<file path="src/stepper_pkg.sv">
// Purpose: Shared constants for the stepper drive input control.
// Assumes: 20 MHz clock, synchronous active-low reset.
// Notes: Times are kept in their own units and converted here.
package stepper_pkg;
   // ==========================================================
   // Clock and timing
   localparam int CLK_HZ = 20_000_000;
   localparam int STEP_MIN_US = 5;
   localparam int IDLE_MS = 40;
   localparam int READY_DELAY_MS = 500;
   localparam int STEP_MIN_CYC = (STEP_MIN_US * CLK_HZ + 999_999) / 1_000_000;
   localparam int IDLE_CYC = IDLE_MS * (CLK_HZ / 1000);
   localparam int READY_CYC = READY_DELAY_MS * (CLK_HZ / 1000);
   // ==========================================================
   // Mode selector field positions
   localparam int MODE_RES_LSB = 0;
   localparam int MODE_DIR_BIT = 2;
   localparam int MODE_NEG_BIT = 3;
   // ==========================================================
   // Current levels, in units of 0.1 A
   localparam logic [7:0] STOP_MIN_DA = 8'h05;
   localparam logic [7:0] RUN_TABLE_RESET = 8'h0a;
   // Resolution: microsteps per full step, and phase index span.
   localparam logic [4:0] PHASE_SPAN = 5'h14;
   typedef enum logic [1:0] {RES_FULL, RES_HALF, RES_2P5, RES_5} res_t;
   typedef enum {CUR_OFF, CUR_STOP, CUR_RUN} cur_sel_t;
endpackage

</file>
<file path="src/input_sync.sv">
// Purpose: Two-flop synchroniser with selectable input sense.
// Assumes: Inputs asynchronous to clk in practice.
// Notes: Polarity applied after second stage only.
module input_sync #(
   parameter int WIDTH = 6
) (
   // Clock and reset
   input wire logic clk,
   input wire logic reset_n,
   // Data
   input wire logic [WIDTH-1:0] raw,
   input wire logic invert,
   output logic [WIDTH-1:0] active
);
   logic [WIDTH-1:0] s1_r, s1_nxt, s2_r, s2_nxt;
   if (WIDTH < 1) begin : gen_bad_width
      $error("input_sync: WIDTH must be positive");
   end
   always_comb begin
      s1_nxt = raw;
      s2_nxt = s1_r;
   end
   always_ff @(posedge clk) begin
      if (!reset_n) begin
         // Both stages hold the idle pin level, so no input looks active
         // for the two cycles in which the pipeline refills after reset.
         s1_r <= {WIDTH{invert}};
         s2_r <= {WIDTH{invert}};
      end else begin
         s1_r <= s1_nxt;
         s2_r <= s2_nxt;
      end
   end
   // Inverted sense is for negative logic settings.
   assign active = s2_r ^ {WIDTH{invert}};
endmodule

</file>
<file path="src/step_sequencer.sv">
// Purpose: Microstep phase index advanced once per accepted step.
// Assumes: Step strobe is a one-cycle pulse.
// Notes: Index wraps over a full electrical cycle of 4 full steps.
module step_sequencer
   import stepper_pkg::*;
(
   // Clock and reset
   input wire logic clk,
   input wire logic reset_n,
   // Control
   input wire logic step,
   input wire logic reverse,
   input wire stepper_pkg::res_t res,
   // Phase position, 20 microsteps per full step
   output logic [6:0] phase_r
);
   logic [6:0] phase_nxt;
   logic [4:0] inc;
   always_comb begin
      case (res)
         RES_FULL: inc = 5'h14;
         RES_HALF: inc = 5'h0a;
         RES_2P5: inc = 5'h08;
         RES_5: inc = 5'h04;
         default: inc = 5'h14;
      endcase
      phase_nxt = phase_r;
      if (step) begin
         if (reverse)
            phase_nxt = (phase_r >= 7'(inc)) ? phase_r - 7'(inc)
                        : 7'(phase_r + 7'd80 - 7'(inc));
         else
            phase_nxt = (phase_r + 7'(inc) >= 7'd80)
                        ? 7'(phase_r + 7'(inc) - 7'd80) : phase_r + 7'(inc);
      end
   end
   always_ff @(posedge clk) begin
      if (!reset_n) phase_r <= '0;
      else phase_r <= phase_nxt;
   end
endmodule

</file>
<file path="src/stepper_ctrl.sv">
// Purpose: Input control of a two-phase stepper power stage.
// Assumes: Fault flags arrive as synchronous comparator levels.
// Notes: Chopper regulation and analog shaping lie elsewhere.

module stepper_ctrl #(
   parameter int IDLE_CYCLES = stepper_pkg::IDLE_CYC,
   parameter int READY_CYCLES = stepper_pkg::READY_CYC
) (
   // Clock and reset
   input wire logic clk,
   input wire logic reset_n,
   // Optocoupled inputs, raw
   input wire logic step_in,
   input wire logic dir_in,
   input wire logic boost_in,
   input wire logic deact_in,
   input wire logic rst_in,
   input wire logic brake_in,
   // Selector switches
   input wire logic [3:0] mode_selector_switch,
   input wire logic [3:0] current_selector_switch,
   // Fault flags from analog comparators
   input wire logic overcurrent,
   input wire logic undervoltage,
   input wire logic overtemp,
   // Open-collector outputs, high means transistor conducting
   output logic ready_r,
   output logic error_ok_r,
   output logic brake_release_r,
   // Status LED
   output logic led_green_r,
   output logic led_yellow_r,
   output logic led_red_r,
   // Power stage command
   output logic [7:0] current_da_r,
   output logic motor_enable_r,
   output logic [6:0] phase_r,
   output logic step_done_r
);
   import stepper_pkg::*;

   // The idle and ready counters are 22 and 25 bits wide.
   if (IDLE_CYCLES < 1 || IDLE_CYCLES > 4194303 ||
       READY_CYCLES < 1 || READY_CYCLES > 33554431) begin : gen_bad_timing
      $error("stepper_ctrl: timing counts out of range");
   end

   // ==========================================================
   // Switch capture at power-up
   logic [3:0] mode_r, mode_nxt, cursw_r, cursw_nxt;
   logic cap_r, cap_nxt;
   always_comb begin
      cap_nxt = 1'b1;
      mode_nxt = cap_r ? mode_r : mode_selector_switch;
      cursw_nxt = cap_r ? cursw_r : current_selector_switch;
   end
   always_ff @(posedge clk) begin
      if (!reset_n) begin
         cap_r <= 1'b0;
         mode_r <= '0;
         cursw_r <= '0;
      end else begin
         cap_r <= cap_nxt;
         mode_r <= mode_nxt;
         cursw_r <= cursw_nxt;
      end
   end

   // ==========================================================
   // Input synchronisation and sense
   logic [5:0] act;
   logic s_step, s_dir, s_boost, s_deact, s_rst, s_brake;
   logic sense_neg;
   // Until capture the static switch gives the sense, so the synchroniser
   // comes out of reset at the inactive level and no false edge follows.
   assign sense_neg = cap_r ? mode_r[MODE_NEG_BIT]
                      : mode_selector_switch[MODE_NEG_BIT];
   input_sync #(.WIDTH(6)) u_sync (
      .clk(clk),
      .reset_n(reset_n),
      .raw({brake_in, rst_in, deact_in, boost_in, dir_in, step_in}),
      .invert(sense_neg),
      .active(act)
   );
   assign {s_brake, s_rst, s_deact, s_boost, s_dir, s_step} = act;

   // ==========================================================
   // Step pulse qualification
   // The step is counted on the trailing edge so a pulse shorter than
   // the minimum width is discarded rather than half-taken.
   logic [7:0] wid_r, wid_nxt;
   logic prev_r, prev_nxt, step_go;
   always_comb begin
      prev_nxt = s_step;
      if (!s_step) wid_nxt = '0;
      else if (wid_r != 8'hff) wid_nxt = wid_r + 8'h01;
      else wid_nxt = wid_r;
      step_go = prev_r && !s_step && (int'(wid_r) >= STEP_MIN_CYC);
   end
   always_ff @(posedge clk) begin
      if (!reset_n) begin
         wid_r <= '0;
         prev_r <= 1'b0;
      end else begin
         wid_r <= wid_nxt;
         prev_r <= prev_nxt;
      end
   end

   // ==========================================================
   // Fault latch and ready delay
   logic fault_r, fault_nxt;
   logic [24:0] rdy_cnt_r, rdy_cnt_nxt;
   logic can_run;
   always_comb begin
      fault_nxt = fault_r;
      if (overcurrent || undervoltage || overtemp) fault_nxt = 1'b1;
      else if (s_rst) fault_nxt = 1'b0;
      rdy_cnt_nxt = rdy_cnt_r;
      if (s_rst) rdy_cnt_nxt = '0;
      else if (int'(rdy_cnt_r) < READY_CYCLES)
         rdy_cnt_nxt = rdy_cnt_r + 25'h1;
   end
   always_ff @(posedge clk) begin
      if (!reset_n) begin
         fault_r <= 1'b0;
         rdy_cnt_r <= '0;
      end else begin
         fault_r <= fault_nxt;
         rdy_cnt_r <= rdy_cnt_nxt;
      end
   end
   assign can_run = (int'(rdy_cnt_r) >= READY_CYCLES) && !s_deact
                    && !fault_r && !s_rst;

   // ==========================================================
   // Current selection
   cur_sel_t cur_r, cur_nxt;
   logic [21:0] idle_r, idle_nxt;
   logic stepping;
   always_comb begin
      cur_nxt = cur_r;
      idle_nxt = idle_r;
      if (!can_run) begin
         cur_nxt = CUR_OFF;
         idle_nxt = '0;
      end else if (step_go) begin
         cur_nxt = CUR_RUN;
         idle_nxt = '0;
      end else if (cur_r == CUR_RUN) begin
         if (int'(idle_r) >= IDLE_CYCLES) cur_nxt = CUR_STOP;
         else idle_nxt = idle_r + 22'h1;
      end else begin
         cur_nxt = CUR_STOP;
      end
   end
   always_ff @(posedge clk) begin
      if (!reset_n) begin
         cur_r <= CUR_OFF;
         idle_r <= '0;
      end else begin
         cur_r <= cur_nxt;
         idle_r <= idle_nxt;
      end
   end
   assign stepping = (cur_r == CUR_RUN);

   // Run current in 0.1 A units from the selector position.
   function automatic logic [7:0] run_da(input logic [3:0] sel);
      run_da = RUN_TABLE_RESET + 8'({sel, 1'b0}) + 8'(sel >> 1);
   endfunction

   logic [7:0] run_lvl, stop_lvl, base_lvl, cur_da_nxt;
   always_comb begin
      run_lvl = run_da(cursw_r);
      stop_lvl = (run_lvl >> 1) < STOP_MIN_DA ? STOP_MIN_DA
                 : run_lvl >> 1;
      // Follows the next selection, so the current drops in the same
      // cycle as the enable and never lingers after deactivation.
      case (cur_nxt)
         CUR_RUN: base_lvl = run_lvl;
         CUR_STOP: base_lvl = stop_lvl;
         default: base_lvl = 8'h00;
      endcase
      // Boost adds 30 percent, rounded down to 0.1 A.
      if (s_boost)
         cur_da_nxt = 8'((16'(base_lvl) * 16'd13) / 16'd10);
      else
         cur_da_nxt = base_lvl;
   end

   // ==========================================================
   // Phase sequencing
   res_t res;
   logic reverse, step_ok;
   assign res = res_t'(mode_r[MODE_RES_LSB +: 2]);
   assign reverse = s_dir ^ mode_r[MODE_DIR_BIT];
   assign step_ok = step_go && can_run;
   step_sequencer u_seq (
      .clk(clk),
      .reset_n(reset_n),
      .step(step_ok),
      .reverse(reverse),
      .res(res),
      .phase_r(phase_r)
   );

   // ==========================================================
   // Registered outputs
   logic ready_nxt, err_nxt, brk_nxt, g_nxt, y_nxt, r_nxt, en_nxt;
   always_comb begin
      ready_nxt = can_run;
      err_nxt = !fault_r;
      brk_nxt = s_brake && !s_rst && !s_deact && !fault_r;
      en_nxt = can_run;
      r_nxt = fault_r && !s_rst;
      g_nxt = can_run && !stepping;
      y_nxt = can_run && stepping;
   end
   always_ff @(posedge clk) begin
      if (!reset_n) begin
         ready_r <= 1'b0;
         error_ok_r <= 1'b1;
         brake_release_r <= 1'b0;
         led_green_r <= 1'b0;
         led_yellow_r <= 1'b0;
         led_red_r <= 1'b0;
         current_da_r <= '0;
         motor_enable_r <= 1'b0;
         step_done_r <= 1'b0;
      end else begin
         ready_r <= ready_nxt;
         error_ok_r <= err_nxt;
         brake_release_r <= brk_nxt;
         led_green_r <= g_nxt;
         led_yellow_r <= y_nxt;
         led_red_r <= r_nxt;
         current_da_r <= cur_da_nxt;
         motor_enable_r <= en_nxt;
         step_done_r <= step_ok;
      end
   end
endmodule

</file>
<file path="config.mk">
export PLATFORM = sky130hd
export DESIGN_NAME = stepper_ctrl
export DESIGN_NICKNAME = d
export VERILOG_FILES = /design/src/stepper_pkg.sv /design/src/input_sync.sv /design/src/step_sequencer.sv /design/src/stepper_ctrl.sv
export SDC_FILE = /design/constraint.sdc
export NUM_CORES = 1
export LEC_CHECK = 0
export ABC_AREA = 1
export BUFFER_PORTS_ARGS = -buffer_cell sky130_fd_sc_hd__buf_2
export CAP_MARGIN = 20
export CORE_ASPECT_RATIO = 0.6
export CORE_UTILIZATION = 55
export DETAILED_ROUTE_END_ITERATION = 8
export GPL_TIMING_DRIVEN = 0
export PLACE_DENSITY_LB_ADDON = 0.05
export SLEW_MARGIN = 25
export SYNTH_ARGS = -nofsm -noshare
export SYNTH_HDL_FRONTEND = slang
export SYNTH_HIERARCHICAL = 1
export SYNTH_SLANG_ARGS = --single-unit
</file>
<file path="constraint.sdc">
create_clock -name clk -period 8.1 [get_ports clk]
set_input_delay 0.81 -clock clk [delete_from_list [all_inputs] [get_ports clk]]
set_output_delay 0.81 -clock clk [all_outputs]
set_load 0.1 [all_outputs]
</file>
==> impl_metrics.csv <==
group,metric,value,unit
critical_path,cp_max_fo,10,
global_route,grt_pass1_vias,5509,
clocking,cts-buffers-inserted,17,
synth,ys_top_cells_by_count,"nand2_1, inv_1, dfxtp_1",
synth,ys_ff_latch,131,
global_route,grtUsageMet2,32.8,%
critical_path,cp_common_cell,"nand2_1",
clocking,cts_tree,"yes",
timing,finalHoldViolCount,0,
layout,syn2layout_area_growth,15.6,%
route,wire_per_inst,11.7,µm
critical_path,cp.required,8.41,ns
clocking,clock_latency,0.42,ns
clocking,h-tree-depth,4,
placement,gp_congestion,0.886,
global_route,grt_pass1_wl,25400,µm
layout,final_cells,1262,
route,drcViolationCount,0,
pwr,swShare,25.5,%
floorplan,die_h,90.9,µm
critical_path,worstPathArrival,7.02,ns
global_route,grt_use_met1,35.8,%
synth,postSynth.asyncResetShare,0,%
pwr,internal-power,1.20,mW
critical_path,start_kind,"flop",
clocking,post_cts_buffers,0,
clocking,cts_resized,0,
layout,nFillCells,1124,
layout,multi_input_area,3980,µm²
global_route,antenna_found_initial,0,
floorplan,num_rows,32,
route,dr.first_iter.drc_count,343,
timing,finalCritPeriodShare,82.8,%
clocking,clockRootBuffer,"clkbuf_16",
pwr,power,1.61,mW
job,maxCapViolations,0,
layout,fin_area,8370,µm²
global_route,grt-ovfl-total,0,
route,dr.pass1.iters,5,
clocking,clock_path_buffers,2,
synth,synth_top_area_share,36.2,%
pwr,ir_drop,0.141,mV
synth,synth_edf_count,0,
worst_hold_path,holdCritPathClass,"reg2reg",
pwr,pwr-share-comb,9.5,%
synth,syn_area,7240,µm²
synth,yosys_most_used_dff,"dfxtp_1",
timing,hold-worst-slack,0.412,ns
synth,synth_seq_area_share,36.2,%
critical_path,cpPeakStageDelay,0.53,ns
placement,portBuffers,40,
pwr,power_density,193,nW/µm²
global_route,busiest_layer,"met1",
timing,max-slew-margin-rel,45.4,%
clocking,clk_pin_slew_worst_paths,0.06,ns
layout,drive_above_1_share,12.5,%
synth,synth.distinct_cells,46,
synth,avgSynthCellArea,7.30,µm²
floorplan,pin_count,42,
timing,drv_slew,0,
pwr,leakagePower,3.94,nW
critical_path,cp_slowest_cell,"o21ai_0",
timing,finalCriticalPeriod,6.71,ns
synth,yosys_warnings,6,
layout,n_antenna_cell,0,
critical_path,cp-end-kind,"flop",
outcome,status,"finished clean",
pwr,seqPwrFrac,41.8,%
global_route,grtUsageMet3,4.24,%
pwr,clkPwrFrac,48.7,%
synth,synth_cells,991,
timing,tightest_slew,0.813,ns
clocking,cts_hold_buf,0,
synth,yosysTopAreaCell,"dfxtp_1",
floorplan,core_region_area,12900,µm²
synth,ys_top_cells_by_area,"dfxtp_1, nand2_1, inv_1",
route,drt-vias-per-instance,4.89,
floorplan,die-area,13600,µm²
placement,placed_cells_incl_taps,1230,
global_route,grt_use_total,23.4,%
placement,placed_area,7760,µm²
timing,fin_tns_setup,0,ns
critical_path,criticalPathCategory,"reg2reg",
global_route,grt_max_degree,17,
pwr,netSwitchingPower,0.412,mW
layout,regArea,2620,µm²
clocking,cts.sink_count,131,
route,num_vias,6176,
route,ant_nets,0,
floorplan,initial_utilization,56.3,%
route,routed_wl,14700,µm
synth,yosysMostFrequentCell,"nand2_1",
floorplan,die_w,150,µm
timing,fin_skew,0.0123,ns
timing,rsz0062_at_grt,"false",
layout,final_nets,1155,
timing,finalSetupViolations,0,
timing,max_freq,149,MHz
placement,hpwl,11200,µm
==> path summary, 6_finish.rpt <==
path | from | endpoint | slack (ns) | cells after the start
setup / recovery | cap_r$_DFF_P_ | current_da_r[0]$_SDFF_PN0_ | 1.39 | 50
setup reg to reg | cap_r$_DFF_P_ | current_da_r[0]$_SDFF_PN0_ | 1.39 | 50
hold reg to reg | fault_r$_SDFFE_PN0P_ | error_ok_r$_SDFF_PN1_ | 0.41 | 1
hold / removal | fault_r$_SDFFE_PN0P_ | error_ok_r$_SDFF_PN1_ | 0.41 | 1
==> state kept, by name, indices dropped and copies added (netlist names), 4 cells and up <==
register       cells
u_sync/s1_r        6
mode_r             4
rdy_cnt_r         25
cursw_r            4
u_seq/phase_r      6
cur_r             32
current_da_r       8
u_sync/s2_r        6
wid_r              8
idle_r            22
==> final cells by class <==
class                      instances  area share (%)
sequential                       131            31.3
inverter                         178            7.98
timing repair buffer              40            2.39
clock inverter                    14            2.14
buffer                            14           0.942
clock buffer                      18            5.13
tap                              170            2.54
multi-input combinational        697            47.5
==> worst max-delay path, delay by kind of cell, from the launching register on <==
kind	cells	cell delay (ns)
compound gates	1	0.53
fa+ha+maj	3	1.28
buf+inv	9	1.08
flops	1	0.33
simple gates	37	3.39
==> per-layer routing <==
metal / vias up / routed length [µm]
met4: 0 / 147
met2: 136 / 5680
li1: 3334 / -
met1: 2691 / 8080
met3: 15 / 824
met5: - / 0
==> kinds of logic after synthesis <==
group | share of synthesized area (%)
other | 0.104
buffers and inverters | 10.3
AND/OR/NAND/NOR | 29.4
AO/OA/AOI/OAI | 10.9
flip-flops | 36.2
adder cells (fa/ha/maj) | 10.8
XOR/XNOR | 2.20
==> power by group through the flow <==
stage | Clock [mW] | Sequential [mW] | Combinational [mW]
3_3_place_gp | 0 | 0.689 | 0.150
2_1_floorplan | 0 | 0.706 | 0.0980
5_1_grt | 0.826 | 0.677 | 0.173
6_report | 0.787 | 0.675 | 0.153
4_1_cts | 0.799 | 0.675 | 0.151
3_5_place_dp | 0 | 0.689 | 0.151
==> layout by cell type, fill, tap and decap left out, types with 31 or more instances in the layout <==
master / count
a21oi_1: 59
buf_2: 40
conb_1: 31
dfxtp_1: 131
ha_1: 48
inv_1: 166
nand2_1: 197
nand3_1: 58
nor2_1: 81
nor3_1: 36
o21ai_0: 42
==> per-stage QoR <==
step                      util (%)  worst slack [ns]
after global placement        60.4              1.30
after floorplan                  -              2.20
after detailed placement      60.4              1.29
final                         65.1              1.39
after CTS                     65.1              1.37
after global routing          65.1             0.543
Power figures use the tool's default switching activity.
